$ cat src/pado_pkg.sv
// Purpose: shared constants and carrier types for the converter output port
// Assumes: one 40 MHz system clock; the convert clock arrives as a plain input
// Notes:   one step of the pipeline is one edge (either way) of the convert clock
package pado_pkg;

  localparam int STAGE_COUNT    = 11;  // two-bit pipeline stages
  localparam int STAGE_BITS     = 2;   // partial result per stage
  localparam int WORD_BITS      = 12;  // corrected result width
  localparam int LATENCY_STEPS  = 13;  // half convert cycles, sample edge to word
  localparam int TAG_BITS       = LATENCY_STEPS;
  localparam int CLK_PERIOD_NS  = 25;  // system clock period

  // reset and saturation values
  localparam logic [WORD_BITS-1:0] WORD_RESET = 12'h000;
  localparam logic [WORD_BITS-1:0] WORD_FULL  = 12'hFFF;

  // partial results of all stages, stage 0 in the low slot
  typedef logic [STAGE_COUNT-1:0][STAGE_BITS-1:0] pado_codes_t;

  // one finished sample as it travels through the buffer
  typedef struct packed {
    logic [WORD_BITS-1:0] data;  // bit 11 is the top result bit
  } pado_word_s;

  // output coding chosen by the static format pin
  typedef enum logic {
    PADO_OFFSET_BINARY,
    PADO_TWOS_COMPLEMENT
  } pado_format_e;

endpackage

$ cat src/pado_word_buffer.sv
// Purpose: two-entry buffer with valid and ready on both sides
// Assumes: synchronous active-high reset
// Notes:   the head word always sits in slot 0, so read data comes from a flop
module pado_word_buffer #(
  parameter int WIDTH = 12
) (
  // clock and reset
  input  wire logic             clk,
  input  wire logic             rst,
  // filling side
  input  wire logic             inValid,
  input  wire logic [WIDTH-1:0] inData,
  output logic                  inReady,
  // draining side
  output logic                  outValid,
  output logic [WIDTH-1:0]      outData,
  input  wire logic             outReady
);
  import pado_pkg::*;

  logic             valid0_reg, valid0_next;
  logic             valid1_reg, valid1_next;
  logic [WIDTH-1:0] slot0_reg,  slot0_next;
  logic [WIDTH-1:0] slot1_reg,  slot1_next;
  logic             push;
  logic             pop;

  if (WIDTH < 1) begin : g_bad_width
    $error("pado_word_buffer: WIDTH must be at least 1");
  end

  assign inReady  = !valid1_reg;  // full only when both slots hold words
  assign outValid = valid0_reg;
  assign outData  = slot0_reg;
  assign push     = inValid && !valid1_reg;
  assign pop      = valid0_reg && outReady;

  // slot bookkeeping: a pop shifts slot 1 forward, a push fills the first free slot
  always_comb begin
    valid0_next = valid0_reg;
    valid1_next = valid1_reg;
    slot0_next  = slot0_reg;
    slot1_next  = slot1_reg;
    if (pop) begin
      valid0_next = valid1_reg;
      slot0_next  = slot1_reg;
      valid1_next = 1'b0;
    end
    if (push) begin
      if (!valid0_next) begin
        valid0_next = 1'b1;
        slot0_next  = inData;
      end else begin
        valid1_next = 1'b1;
        slot1_next  = inData;
      end
    end
  end

  always_ff @(posedge clk) begin
    if (rst) begin
      valid0_reg <= 1'b0;
      valid1_reg <= 1'b0;
      slot0_reg  <= '0;
      slot1_reg  <= '0;
    end else begin
      valid0_reg <= valid0_next;
      valid1_reg <= valid1_next;
      slot0_reg  <= slot0_next;
      slot1_reg  <= slot1_next;
    end
  end

endmodule

$ cat src/pado_output_port.sv
// Purpose: digital side of a 12-bit pipelined sampling converter
// Assumes: convert clock and static pins are synchronous to clk; no software registers
// Notes:   each convert clock edge is one pipeline step; a word leaves 13 steps after its sample
//          the convert clock must hold each level for two clk cycles or more, or the track and hold phases never rise
//          the first words after the convert clock starts are stale; the capture side drops them
//          the converter cannot be paused, so a receiver stall beyond two words shows as overrun
//          the format pin is read when a word is coded, so a change affects words in flight
//          the disable pin only gates the output enable; words keep moving while it is high
//
// Contract
// - each result leaves as one parallel twelve-bit word.
// - top result bit on the first output, bottom bit on the twelfth.
// - word is valid six and a half convert cycles after its sampling edge.
// - two non-overlapping phases: track while clock high, hold while low.
// - stages step on both convert clock edges, twice the clock rate.
// - eleven stages each deliver a two-bit partial result.
// - partial results are delayed into line, then combined with redundancy correction.
// - format pin low gives offset binary, full scale all ones.
// - format pin high inverts only the top bit for two's complement.
// - disable pin high floats all data outputs; low drives them.
module pado_output_port #(
  parameter int STAGES = pado_pkg::STAGE_COUNT,
  parameter int WIDTH  = pado_pkg::WORD_BITS
) (
  // clock and reset
  input  wire logic                 clk,
  input  wire logic                 rst,
  // convert clock from the capture side, sampled on clk
  input  wire logic                 convClk,
  // partial results from the stage comparators, valid on each step
  input  wire pado_pkg::pado_codes_t stageCodes,
  // static control pins
  input  wire logic                 codeFormatSelect,
  input  wire logic                 outDisable,
  // result word, bit 11 is the top bit, bit 0 the bottom bit
  output logic [WIDTH-1:0]          resultBits,
  output logic                      resultOe,
  output logic                      wordValid,
  input  wire logic                 wordReady,
  // track-and-hold phases and status
  output logic                      trackPhase,
  output logic                      holdPhase,
  output logic                      overrun
);
  import pado_pkg::*;

  if (STAGES != STAGE_COUNT || WIDTH != WORD_BITS) begin : g_bad_params
    $error("pado_output_port: STAGES must be 11 and WIDTH 12");
  end

  // the tag line must span the stage steps plus the correction and coding steps
  if (LATENCY_STEPS != STAGE_COUNT + 2) begin : g_bad_latency
    $error("pado_output_port: latency must be two steps beyond the stage count");
  end

  // ---------------- clock edge detection and phases
  logic                 convPrev_reg, convPrev_next;
  logic                 track_reg,    track_next;
  logic                 hold_reg,     hold_next;
  logic                 step;
  logic                 sampleEdge;

  // a step is any change of the convert level since the last clk sample
  assign step       = convClk != convPrev_reg;
  assign sampleEdge = convClk && !convPrev_reg;

  // a phase only rises after the clock level has stood for a full cycle, so the two never overlap
  always_comb begin
    convPrev_next = convClk;
    track_next    = convClk && convPrev_reg;
    hold_next     = !convClk && !convPrev_reg;
  end

  // edge and phase registers; convPrev starts low, so a high clock at release is a sample edge
  always_ff @(posedge clk) begin
    if (rst) begin
      convPrev_reg <= 1'b0;
      track_reg    <= 1'b0;
      hold_reg     <= 1'b0;
    end else begin
      convPrev_reg <= convPrev_next;
      track_reg    <= track_next;
      hold_reg     <= hold_next;
    end
  end

  // phases leave straight from their flops
  assign trackPhase = track_reg;
  assign holdPhase  = hold_reg;

  // ---------------- alignment delay lines, stage k waits 10-k steps
  // stage k decides at step k+1; stage 10 is read straight from its input at step 11
  logic [STAGE_COUNT-1:0][STAGE_BITS-1:0] aligned;

  for (genvar k = 0; k < STAGE_COUNT; k++) begin : g_line
    localparam int DEPTH = STAGE_COUNT - 1 - k;
    if (DEPTH == 0) begin : g_direct
      assign aligned[k] = stageCodes[k];
    end else begin : g_delay
      logic [DEPTH-1:0][STAGE_BITS-1:0] line_reg, line_next;
      // each step moves the line by one slot; between steps it stands
      always_comb begin
        line_next = line_reg;
        if (step) begin
          line_next[0] = stageCodes[k];
          for (int i = 1; i < DEPTH; i++) begin
            line_next[i] = line_reg[i-1];
          end
        end
      end
      // line registers
      always_ff @(posedge clk) begin
        if (rst) begin
          line_reg <= '0;
        end else begin
          line_reg <= line_next;
        end
      end
      assign aligned[k] = line_reg[DEPTH-1];
    end
  end

  // ---------------- redundancy correction: overlapping sum of weighted partials
  // each stage carries one redundant bit, so a late decision is repaired by the next stage
  logic [STAGE_COUNT-1:0][WIDTH:0] weighted;
  logic [WIDTH:0]       corrSum;
  logic [WIDTH-1:0]     corrected;

  // stage k weighs 2^(10-k), stage 0 heaviest; neighbouring two-bit partials overlap by one bit
  for (genvar k = 0; k < STAGE_COUNT; k++) begin : g_weight
    localparam int SHIFT = STAGE_COUNT - 1 - k;
    assign weighted[k] = (WIDTH+1)'(aligned[k]) << SHIFT;
  end

  // the sum is one bit wider than the word, so overflow is seen rather than wrapped
  always_comb begin
    corrSum = '0;
    for (int k = 0; k < STAGE_COUNT; k++) begin
      corrSum = corrSum + weighted[k];
    end
    // saturate rather than roll over at positive full scale
    corrected = corrSum[WIDTH] ? WORD_FULL : corrSum[WIDTH-1:0];
  end

  // ---------------- sample tags, correction and output staging
  logic [TAG_BITS-1:0]  tag_reg,    tag_next;
  logic [WIDTH-1:0]     corr_reg,   corr_next;
  logic [WIDTH-1:0]     stage_reg,  stage_next;
  logic                 oe_reg,     oe_next;
  logic                 overrun_reg, overrun_next;
  pado_format_e         format;
  logic                 push;
  logic                 bufReady;
  pado_word_s           pushWord;
  logic [WIDTH-1:0]     coded;

  assign format = codeFormatSelect ? PADO_TWOS_COMPLEMENT : PADO_OFFSET_BINARY;

  // coding: only the top bit differs between the two formats
  always_comb begin
    case (format)
      PADO_OFFSET_BINARY:   coded = corr_reg;
      PADO_TWOS_COMPLEMENT: coded = {~corr_reg[WIDTH-1], corr_reg[WIDTH-2:0]};
      default:              coded = corr_reg;
    endcase
  end

  // a tagged sample reaches the buffer on its thirteenth step
  assign push          = step && tag_reg[TAG_BITS-1];
  assign pushWord.data = stage_reg;

  // next values of the tag line and the two word stages
  always_comb begin
    tag_next     = tag_reg;
    corr_next    = corr_reg;
    stage_next   = stage_reg;
    oe_next      = !outDisable;
    overrun_next = push && !bufReady;  // word is lost only if the buffer is still full
    if (step) begin
      tag_next = {tag_reg[TAG_BITS-2:0], sampleEdge};
      corr_next = corrected;
      stage_next = coded;
    end
  end

  // staging registers; the reset word is all zeros
  always_ff @(posedge clk) begin
    if (rst) begin
      tag_reg     <= '0;
      corr_reg    <= WORD_RESET;
      stage_reg   <= WORD_RESET;
      oe_reg      <= 1'b0;
      overrun_reg <= 1'b0;
    end else begin
      tag_reg     <= tag_next;
      corr_reg    <= corr_next;
      stage_reg   <= stage_next;
      oe_reg      <= oe_next;
      overrun_reg <= overrun_next;
    end
  end

  assign resultOe = oe_reg;
  assign overrun  = overrun_reg;

  // ---------------- two-entry buffer toward the capture side
  // the converter cannot pause, so back-pressure longer than two words shows as overrun
  pado_word_buffer #(
    .WIDTH (WIDTH)
  ) u_buffer (
    .clk      (clk),
    .rst      (rst),
    .inValid  (push),
    .inData   (pushWord.data),
    .inReady  (bufReady),
    .outValid (wordValid),
    .outData  (resultBits),
    .outReady (wordReady)
  );

endmodule

$ cat config.mk
export PLATFORM = sky130hd
export DESIGN_NAME = pado_output_port
export DESIGN_NICKNAME = d
export VERILOG_FILES = /design/src/pado_pkg.sv /design/src/pado_word_buffer.sv /design/src/pado_output_port.sv
export SDC_FILE = /design/constraint.sdc
export NUM_CORES = 1
export LEC_CHECK = 0
export ABC_AREA = 1
export BUFFER_PORTS_ARGS = -buffer_cell sky130_fd_sc_hd__buf_2
export CORE_ASPECT_RATIO = 1.2
export CORE_MARGIN = 2
export CORE_UTILIZATION = 48
export DETAILED_ROUTE_END_ITERATION = 16
export PLACE_DENSITY_LB_ADDON = 0.1
export REMOVE_ABC_BUFFERS = 1
export SYNTH_ARGS = -nofsm -noshare
export SYNTH_HDL_FRONTEND = slang
export SYNTH_SLANG_ARGS = --single-unit
$ cat constraint.sdc
create_clock -name clk -period 4.16 [get_ports clk]
set_input_delay 0.832 -clock clk [delete_from_list [all_inputs] [get_ports clk]]
set_output_delay 0.832 -clock clk [all_outputs]
set_load 0.005 [all_outputs]
==> results by group, run 1 <==
Clock tree
  – Clk_lat worst skew: 0.42 ns
  – Clk sinks: 178
  – CTS Buf Count: 17
  – Reg clk slew, reported paths: 0.07 ns
  – Root Buffer: clkbuf_16
  – Postcts setup bufs: 0
  – CTS tree: yes
  – CTS resizes: 0
  – Htree depth: 4
  – Worst-case clock buffer depth: 2
  – Hold_buf cts: 0

Status
  – Status: finished, final reports clean

Synthesis
  – Compound-Gate Fraction of Synth Area: 0.161
  – Synth Register Bits: 178
  – Ys Warns: 0
  – Post-Synth XOR/XNOR Area: 0.00642
  – Post-synth top flop: dfxtp_1
  – Async set-or-reset flop fraction in the synthesized netlist: 0
  – Post-synthesis sequential area ratio: 0.522
  – Simple-Gate Fraction of Synth Area: 0.226
  – Post-synth cell types: 31
  – Post-synth EDFFs: 0
  – Mapped Cells: 892
  – Multiplexer area fraction after synthesis: 0
  – Largest family of logic cells by synthesized area: simple AND/OR/NAND/NOR gates
  – Avg Cell Area, Syn: 7.65 um^2
  – Post-Synth Adder-Cell Area: 0.0268
  – Post-Synthesis Cell Area: 6820 um^2

Detailed routing
  – Antenna-violating nets left: 0
  – DRT Pass-1 Iters: 4
  – Vias per inst: 5.05
  – Drt wl/cell: 11.8 um
  – DRC viols: 0
  – Vias: 5,498
  – DR iter-0 viols: 409
  – Post-Route WL: 12,800 um

Final layout
  – Layout net count: 946
  – Sequential Area: 3560 um^2
  – Max reg flops: 92
  – Syn-to-layout area delta: 12.9%
  – Multi-input gate area: 2880 um^2
  – Fin cells: 1,088
  – Antenna Cells: 0
  – Post-Route Utilization: 0.557
  – FILL cells: 1,300
  – Layout cells sized above 1: 0.100

Global routing
  – Vias in the first global route: 5,096
  – Grt ovf: 0
  – Pin count of the biggest net entering global routing: 95
  – Initial antenna violation count: 0
  – Total GRT Usage: 0.176
  – First-pass GRT wire length: 22,200 um

Floorplan
  – Die ar.: 15,200 um^2
  – Die Span Y: 135 um
  – Initial Utilization: 0.494
  – Die Wd: 113 um
  – Core Area: 13,800 um^2
  – Ports: 45
  – Core Rows: 47

Place
  – Detailed placer's ending HPWL: 7960 um
  – DP Cell Count: 1,056
  – Port buffer count: 44
  – RePlAce Congestion: 0.801

STA
  – Max Slew Vio Count: 0
  – RSZ-0062 raised after global routing: no
  – Worst hold slack: 0.476 ns
  – Rel. slew slack: 0.493
  – Min Clock Period, post-route: 2.30 ns
  – Fin Clk Skew: 0.00646 ns
  – Hold Vio Cnt, Final: 0
  – Final period utilization: 0.552
  – Final setup fails: 0
  – Worst Tran Pin Value: 0.761 ns
  – Max Clk Rate: 435 MHz

Power
  – Sw Pwr: 0.00101 W
  – Total power: 0.00402 W
  – Sw frac: 0.251
  – Comb pwr share: 0.113
  – PD cells: 521 nW/um^2
  – Internal power: 0.00301 W
  – Peak VDD IR: 0.343 mV
  – Pleak: 3.37 nW
  – Sequential Power Share: 0.482
  – Clock power share: 0.405

Worst setup path
  – CP Data Arrival Time: 2.59 ns
  – Crit Path Class: input pin to flip-flop
  – CP startpoint kind: input pin
  – Crit Path Max Fanout: 94
  – R2r setup slk: 2.07 ns
  – CP Data Required Time: 4.45 ns
  – Endpoint class of the critical path: flip-flop

Flow run
  – Maxcap violations: 0

Hold path
  – Hold WC Path Type: flip-flop to flip-flop
[through the flow]
stage / TNS (ns) / area [um^2] / setup WS, ns
finish: 0 / 7700 / 1.86
detailed placement: 0 / 7090 / 1.41
floorplan: -67.44 / 6590 / -1.02
global placement: 0 / 7090 / 1.46
global route: 0 / 7700 / 1.63
CTS: 0 / 7700 / 1.87
[power groups by stage]
stage	registers (W)	clock network, W	logic, W
6_report	0.00194	0.00163	0.000453
5_1_grt	0.00195	0.00174	0.000530
4_1_cts	0.00194	0.00167	0.000460
3_5_place_dp	0.00197	0	0.000454
3_3_place_gp	0.00197	0	0.000446
2_1_floorplan	0.00195	0	0.000342
[layout make-up]
| class | instances | share of cell area |
|---|---|---|
| Tap cell | 171 | 0.0278 |
| Inverter | 43 | 0.0214 |
| Clock buffer | 21 | 0.0598 |
| Sequential cell | 178 | 0.463 |
| Multi-Input combinational cell | 615 | 0.373 |
| Timing Repair Buffer | 49 | 0.0351 |
| Clock inverter | 11 | 0.0200 |
[cell usage in the layout (no fill, tap or decap), drive strengths merged]
cell type	count
bufinv	3
nand3	26
a21oi	31
clkbuf	21
nand2	65
nand4	2
nor2	291
o21ai	163
fa	1
and2	1
clkinvlp	4
a31oi	6
clkinv	4
nor3	2
a311oi	6
dfxtp	178
xor2	2
nand3b	1
xnor2	3
nor4	1
buf	49
ha	13
inv	43
or2	1
[final timing paths]
path | start | to | cells after the start
setup / recovery | rst | u_buffer.outData[3]$_SDFF_PP0_ | 5
hold reg to reg | u_buffer.outData[11]$_SDFF_PP0_ | u_buffer.outData[11]$_SDFF_PP0_ | 2
setup reg to reg | convPrev_reg$_SDFF_PP0_ | corr_reg[11]$_SDFFE_PP0N_ | 8
hold / removal | u_buffer.outData[11]$_SDFF_PP0_ | u_buffer.outData[11]$_SDFF_PP0_ | 2
[kinds of logic after synthesis]
logic type	after synthesis
simple gates	390
compound gates	206
flops	178
buf+inv	99
fa+ha+maj	14
xor+xnor	5
[critical path: stages]
cell      delay [ns]
buf_2           0.34
clkinv_2        0.69
buf_12          0.48
o21ai_0         0.13
a31oi_1         0.06
[routing by layer]
metal  vias to the layer above  global-route usage  routed length (um)
met2                        92               0.314                6380
met1                      2490               0.201                5780
met4                         0              0.0549                 178
li1                       2906                   -                   -
met3                        10              0.0561                 465
met5                         -                   0                   0
[cell usage after synthesis, types with 3 or more instances]
cell / number / area [um^2]
a21oi_1: 30 / 150
a31oi_1: 6 / 37.5
clkbuf_1: 43 / 161
o21ai_1: 4 / 20.0
buf_2: 7 / 35.0
dfxtp_1: 178 / 3560
o21ai_0: 159 / 796
ha_1: 13 / 163
xnor2_1: 3 / 26.3
a311oi_2: 4 / 60.1
nand2_1: 63 / 236
buf_1: 3 / 11.3
inv_1: 40 / 150
nor2_1: 290 / 1090
nand3_1: 26 / 130
inv_2: 3 / 11.3
No activity file was read; power rests on OpenSTA's default activity.
==> run 2, diff against run 1 <==
Clock period 4.16 ns to 2.1 ns, I/O delays scaled along.
==> results by group, run 2 (synthesized netlist as in run 1, its figures left out) <==
Hold path
  – Hold WC Path Type: input pin to flip-flop (was flip-flop to flip-flop)
  – Worst Hold Path EP: resultOe$_SDFF_PP0_ (was u_buffer.outData[11]$_SDFF_PP0_)
  – Worst hold stages: 2 (unchanged)
  – Min-delay src: outDisable (was u_buffer.outData[11]$_SDFF_PP0_)

Worst setup path
  – CP startpoint kind: flip-flop (was input pin)
  – Crit Path Class: flip-flop to flip-flop (was input pin to flip-flop)
  – Reg2reg start: aligned[6]$_SDFFE_PP0N_ (was convPrev_reg$_SDFF_PP0_)
  – CP Data Required Time: 2.42 ns (was 4.45 ns)
  – Path depth of the worst reg2reg path: 9 (was 8)
  – CP Data Arrival Time: 2.13 ns (was 2.59 ns)
  – R2r setup slk: 0.29 ns (was 2.07 ns)
  – R2R Path End: corr_reg[10]$_SDFFE_PP0N_ (was corr_reg[11]$_SDFFE_PP0N_)
  – Endpoint class of the critical path: flip-flop (unchanged)
  – Crit Path Max Fanout: 8 (was 94)

Final layout
  – Max reg flops: 92 (unchanged)
  – Layout net count: 950 (was 946)
  – Antenna Cells: 0 (unchanged)
  – Commonest non-fill, non-tap cell in the layout: nor2_1 (unchanged)
  – Layout cells sized above 1: 0.105 (was 0.100)
  – FILL cells: 1,319 (was 1,300)
  – Fin cells: 1,091 (was 1,088)
  – Final Cell Area: 7730 um^2 (was 7700 um^2)
  – Syn-to-layout area delta: 13.3% (was 12.9%)
  – Commonest cells after routing, fill and taps aside: nor2_1, dfxtp_1, o21ai_0, nand2_1, buf_2 (unchanged)

Floorplan
  – Core Area: 13,800 um^2 (unchanged)
  – Die ar.: 15,200 um^2 (unchanged)
  – Ports: 45 (unchanged)
  – Die Span Y: 135 um (unchanged)
  – Core Rows: 47 (unchanged)
  – Initial Utilization: 0.494 (unchanged)
  – Die Wd: 113 um (unchanged)

STA
  – Max Clk Rate: 552 MHz
  – Fin Clk Skew: 0.00775 ns (was 0.00646 ns)
  – Final setup fails: 0 (unchanged)
  – Min Clock Period, post-route: 1.81 ns
  – Max Slew Vio Count: 0 (unchanged)
  – Worst hold slack: 0.148 ns (was 0.476 ns)
  – RSZ-0062 raised after global routing: no (unchanged)
  – Final period utilization: 0.863
  – Setup ws final: 0.288 ns (was 1.86 ns)
  – Rel. slew slack: 0.580 (was 0.493)
  – Hold Vio Cnt, Final: 0 (unchanged)
  – Worst Tran Pin Value: 0.630 ns (was 0.761 ns)

Clock tree
  – CTS tree: yes (unchanged)
  – Hold_buf cts: 0 (unchanged)
  – Root Buffer: clkbuf_16 (unchanged)
  – Htree depth: 4 (unchanged)
  – CTS resizes: 0 (unchanged)
  – Reg clk slew, reported paths: 0.06 ns (was 0.07 ns)
  – Worst-case clock buffer depth: 2 (unchanged)
  – Clk_lat worst skew: 0.43 ns (was 0.42 ns)
  – CTS Buf Count: 17 (unchanged)
  – Clk sinks: 178 (unchanged)
  – Postcts setup bufs: 0 (unchanged)

Power
  – Internal power: 0.00581 W (was 0.00301 W)
  – Total power: 0.00782 W (was 0.00402 W)
  – Comb pwr share: 0.119 (was 0.113)
  – Sequential Power Share: 0.489 (was 0.482)
  – PD cells: 1010 nW/um^2 (was 521 nW/um^2)
  – Clock power share: 0.392 (was 0.405)
  – Peak VDD IR: 0.586 mV (was 0.343 mV)
  – Pleak: 3.39 nW (was 3.37 nW)
  – Sw frac: 0.258 (was 0.251)
  – Sw Pwr: 0.00201 W (was 0.00101 W)

Global routing
  – Vias in the first global route: 5,112 (was 5,096)
  – Initial antenna violation count: 0 (unchanged)
  – Pin count of the biggest net entering global routing: 147 (was 95)
  – First-pass GRT wire length: 22,500 um (was 22,200 um)
  – Total GRT Usage: 0.180 (was 0.176)
  – Grt ovf: 0 (unchanged)

Flow run
  – Maxcap violations: 0 (unchanged)

Place
  – Detailed placer's ending HPWL: 7880 um (was 7960 um)
  – Placed cell area: 7160 um^2 (was 7090 um^2)
  – Port buffer count: 44 (unchanged)
  – RePlAce Congestion: 0.881 (was 0.801)
  – Worst slack at placement: 0.120 ns (was 1.41 ns)
  – DP Cell Count: 1,060 (was 1,056)

Detailed routing
  – Vias per inst: 5.09 (was 5.05)
  – Post-Route WL: 13,000 um (was 12,800 um)
  – DR iter-0 viols: 349 (was 409)
  – Drt wl/cell: 11.9 um (was 11.8 um)
  – DRC viols: 0 (unchanged)
  – DRT Pass-1 Iters: 5 (was 4)
  – Antenna-violating nets left: 0 (unchanged)
  – Vias: 5,553 (was 5,498)

Status
  – Status: finished, final reports clean (unchanged)
-- run 2: cell count changes in the layout (fill, tap and decap cells not counted) --
cell,change
buf_12,+3
buf_4,+1
bufinv_16,-1
clkbuf_1,-2
clkbuf_8,-1
clkinv_2,+3
clkinv_4,-1
inv_6,+2
inv_8,-1
-- run 2: power groups by stage --
stage | Clock [W] | Sequential (W) | Combinational, W
after detailed placement | 0 | 0.00390 | 0.000936
after global placement | 0 | 0.00389 | 0.000913
after global routing | 0.00329 | 0.00387 | 0.00108
final | 0.00306 | 0.00383 | 0.000931
after floorplan | 0 | 0.00387 | 0.000677
after CTS | 0.00314 | 0.00383 | 0.000944
-- run 2: stage by stage --
stage | util | setup TNS [ns]
floorplan | - | -346.60
global placement | 0.518 | 0
detailed placement | 0.518 | 0
CTS | 0.559 | 0
global route | 0.559 | 0
finish | 0.559 | 0
-- run 2: worst max-delay path: stages (launching register included) --
cell and delay, ns:
dfxtp_1 0.31, ha_1 0.38, nand2_1 0.14, inv_1 0.05, a21oi_1 0.17, nand2_1 0.16, a21oi_4 0.27, nand3_1 0.12
nand2_1 0.07, inv_1 0.03
-- run 2: area by class of cell --
class,instances,area [um^2],area share
Sequential cell,178,3560,0.461
Multi-Input combinational cell,615,2880,0.372
Clock buffer,18,439,0.0568
Timing Repair Buffer,53,338,0.0437
Tap cell,171,214,0.0277
Inverter,43,165,0.0214
Clock inverter,13,136,0.0176
-- run 2: worst max path at each step --
stage                                                     startpoint                                  to  slack [ns]  cells past startpoint
after floorplan                                              convClk  u_buffer.slot1_reg[1]$_SDFFE_PP0P_       -2.66                      9
after global placement                                stageCodes[21]            corr_reg[7]$_SDFFE_PP0N_        0.14                     12
after detailed placement                              stageCodes[21]            corr_reg[7]$_SDFFE_PP0N_        0.12                     12
after CTS                                    aligned[6]$_SDFFE_PP0N_           corr_reg[10]$_SDFFE_PP0N_        0.27                      9
after global routing      g_line[9].g_delay.line_reg[0]$_SDFFE_PP0N_            corr_reg[7]$_SDFFE_PP0N_        0.08                     11
final                                        aligned[6]$_SDFFE_PP0N_           corr_reg[10]$_SDFFE_PP0N_        0.29                      9
-- run 2: layer usage --
layer | share of wire | global-route usage
met1 | 0.46 | 0.211
met3 | 0.034 | 0.0530
met4 | 0.012 | 0.0766
met5 | 0 | 0
met2 | 0.49 | 0.308
==> run 3, diff against run 2 <==
Settings changed: CTS_BUF_LIST set to sky130_fd_sc_hd__clkbuf_4.
==> results by group, run 3 (synthesized netlist as in run 1, its figures left out) <==
Worst setup path
  – R2r setup slk: 0.27 ns (was 0.29 ns)
  – Crit Path Class: flip-flop to flip-flop (unchanged)
  – Crit path top cell by count: nand2_1 (unchanged)
  – CP Data Arrival Time: 2.30 ns (was 2.13 ns)
  – Path depth of the worst reg2reg path: 9 (unchanged)
  – CP startpoint kind: flip-flop (unchanged)
  – Endpoint class of the critical path: flip-flop (unchanged)
  – Crit Path Max Fanout: 8 (unchanged)
  – CP Data Required Time: 2.57 ns (was 2.42 ns)
  – Reg2reg start: aligned[6]$_SDFFE_PP0N_ (unchanged)
  – Crit-path slowest cell: ha_1 (unchanged)
  – Critical-path cell list: ha_1, nand2_1, inv_1, a21oi_1, nand2_1, a21oi_4, nand3_1, nand2_1, inv_1 (unchanged)
  – R2R Path End: corr_reg[10]$_SDFFE_PP0N_ (unchanged)
  – CP max stage delay: 0.38 ns (about the same)

Power
  – Peak VDD IR: 0.446 mV (was 0.586 mV)
  – Pleak: 3.26 nW (was 3.39 nW)
  – Total power: 0.00658 W (was 0.00782 W)
  – PD cells: 885 nW/um^2 (was 1010 nW/um^2)

STA
  – Final period utilization: 0.869 (was 0.863)
  – Min Clock Period, post-route: 1.83 ns (was 1.81 ns)
  – Max Slew Vio Count: 0 (unchanged)
  – Max Clk Rate: 548 MHz (was 552 MHz)
  – RSZ-0062 raised after global routing: no (unchanged)
  – Hold Vio Cnt, Final: 0 (unchanged)
  – Final setup fails: 0 (unchanged)
  – Fin Clk Skew: 0.0157 ns (was 0.00775 ns)
  – Rel. slew slack: 0.532 (was 0.580)
  – Worst Tran Pin Value: 0.702 ns (was 0.630 ns)

Hold path
  – Hold WC Path Type: input pin to flip-flop (unchanged)
  – Worst Hold Path EP: g_line[1].g_delay.line_reg[0]$_SDFFE_PP0N_ (was resultOe$_SDFF_PP0_)
  – Min-delay src: stageCodes[2] (was outDisable)
  – Worst hold stages: 3 (was 2)

Final layout
  – Layout net count: 951 (was 950)
  – Commonest non-fill, non-tap cell in the layout: nor2_1 (unchanged)
  – Layout cells sized above 1: 0.104 (was 0.105)
  – Syn-to-layout area delta: 9.01% (was 13.3%)
  – Max reg flops: 92 (unchanged)
  – Fin cells: 1,093 (was 1,091)
  – Commonest cells after routing, fill and taps aside: nor2_1, dfxtp_1, o21ai_0, nand2_1, buf_2 (unchanged)

Clock tree
  – Postcts setup bufs: 0 (unchanged)
  – CTS tree: yes (unchanged)
  – Reg clk slew, reported paths: 0.14 ns (was 0.06 ns)
  – Root Buffer: clkbuf_4 (was clkbuf_16)
  – CTS Buf Count: 17 (unchanged)
  – CTS resizes: 0 (unchanged)
  – Clk sinks: 178 (unchanged)
  – Hold_buf cts: 1 (was 0)
  – Worst-case clock buffer depth: 2 (unchanged)
  – Htree depth: 4 (unchanged)
  – Clk_lat worst skew: 0.57 ns (was 0.43 ns)

Detailed routing
  – DR iter-0 viols: 361 (was 349)
  – Vias: 5,535 (was 5,553)
  – Vias per inst: 5.06 (was 5.09)
  – Drt wl/cell: 11.8 um (was 11.9 um)
  – Post-Route WL: 12,800 um (was 13,000 um)
  – DRC viols: 0 (unchanged)
  – Antenna-violating nets left: 0 (unchanged)
  – DRT Pass-1 Iters: 6 (was 5)

Floorplan
  – Core Area: 13,800 um^2 (unchanged)
  – Die Wd: 113 um (unchanged)
  – Die Span Y: 135 um (unchanged)
  – Initial Utilization: 0.494 (unchanged)
  – Die ar.: 15,200 um^2 (unchanged)
  – Ports: 45 (unchanged)
  – Core Rows: 47 (unchanged)

Global routing
  – Initial antenna violation count: 1 (was 0)
  – Grt ovf: 0 (unchanged)
  – Pin count of the biggest net entering global routing: 147 (unchanged)
  – Vias in the first global route: 5,090 (was 5,112)
  – First-pass GRT wire length: 22,300 um (was 22,500 um)
  – Total GRT Usage: 0.177 (was 0.180)

Place
  – DP Cell Count: 1,060 (unchanged)
  – Detailed placer's ending HPWL: 7880 um (unchanged)
  – Port buffer count: 44 (unchanged)
  – RePlAce Congestion: 0.881 (unchanged)

Flow run
  – Maxcap violations: 0 (unchanged)

Status
  – Status: finished, final reports clean (unchanged)
## run 3: per-layer routing
metal | up-vias | routed length (um) | GRT usage
met4 | 0 | 263 | 0.0779
met3 | 17 | 412 | 0.0404
met1 | 2508 | 5930 | 0.209
li1 | 2920 | - | -
met5 | - | 0 | 0
met2 | 90 | 6230 | 0.308
## run 3: how the worst max path moves through the flow
| stage | startpoint | endpoint | slack (ns) |
|---|---|---|---|
| 2_1_floorplan | convClk | u_buffer.slot1_reg[1]$_SDFFE_PP0P_ | -2.66 |
| 3_5_place_dp | stageCodes[21] | corr_reg[7]$_SDFFE_PP0N_ | 0.12 |
| 4_1_cts | aligned[6]$_SDFFE_PP0N_ | corr_reg[10]$_SDFFE_PP0N_ | 0.26 |
| 5_1_grt | g_line[9].g_delay.line_reg[0]$_SDFFE_PP0N_ | corr_reg[7]$_SDFFE_PP0N_ | 0.07 |
| 3_3_place_gp | stageCodes[21] | corr_reg[7]$_SDFFE_PP0N_ | 0.14 |
| 6_report | aligned[6]$_SDFFE_PP0N_ | corr_reg[10]$_SDFFE_PP0N_ | 0.27 |
## run 3: power by group
group / total (W) / switching (W) / internal [W]
Clock: 0.00182 / 0.00113 / 0.000693
Sequential: 0.00382 / 0.000140 / 0.00368
Combinational: 0.000932 / 0.000585 / 0.000347
## run 3: worst max-delay path: cells and delay by family (launching register included)
family	cells	cell delay [ns]
DFF	1	0.34
and+or+nand+nor	4	0.50
adders and majority gates	1	0.38
buffers and inverters	2	0.08
AOI/OAI and AO/OA	2	0.44
## run 3: per-stage QoR
| step | setup slack (ns) | util | cell area (um^2) | hold slack [ns] | setup TNS [ns] |
|---|---|---|---|---|---|
| after floorplan | -2.66 | - | 6590 | 0.447 | -346.60 |
| after global placement | 0.142 | 0.518 | 7160 | 0.457 | 0 |
| after detailed placement | 0.120 | 0.518 | 7160 | 0.465 | 0 |
| after CTS | 0.263 | 0.538 | 7430 | 0.0103 | 0 |
| after global routing | 0.0650 | 0.538 | 7440 | 0.0208 | 0 |
| final | 0.275 | 0.538 | 7440 | 0.0627 | 0 |
## run 3: final cells by class
type | count | area (um^2)
sequential | 178 | 3560
tap | 171 | 214
timing repair buffer | 54 | 348
clock buffer | 17 | 128
antenna | 1 | 2.50
inverter | 43 | 165
multi-input combinational | 615 | 2880
clock inverter | 14 | 140
fill | 1374 | 6380
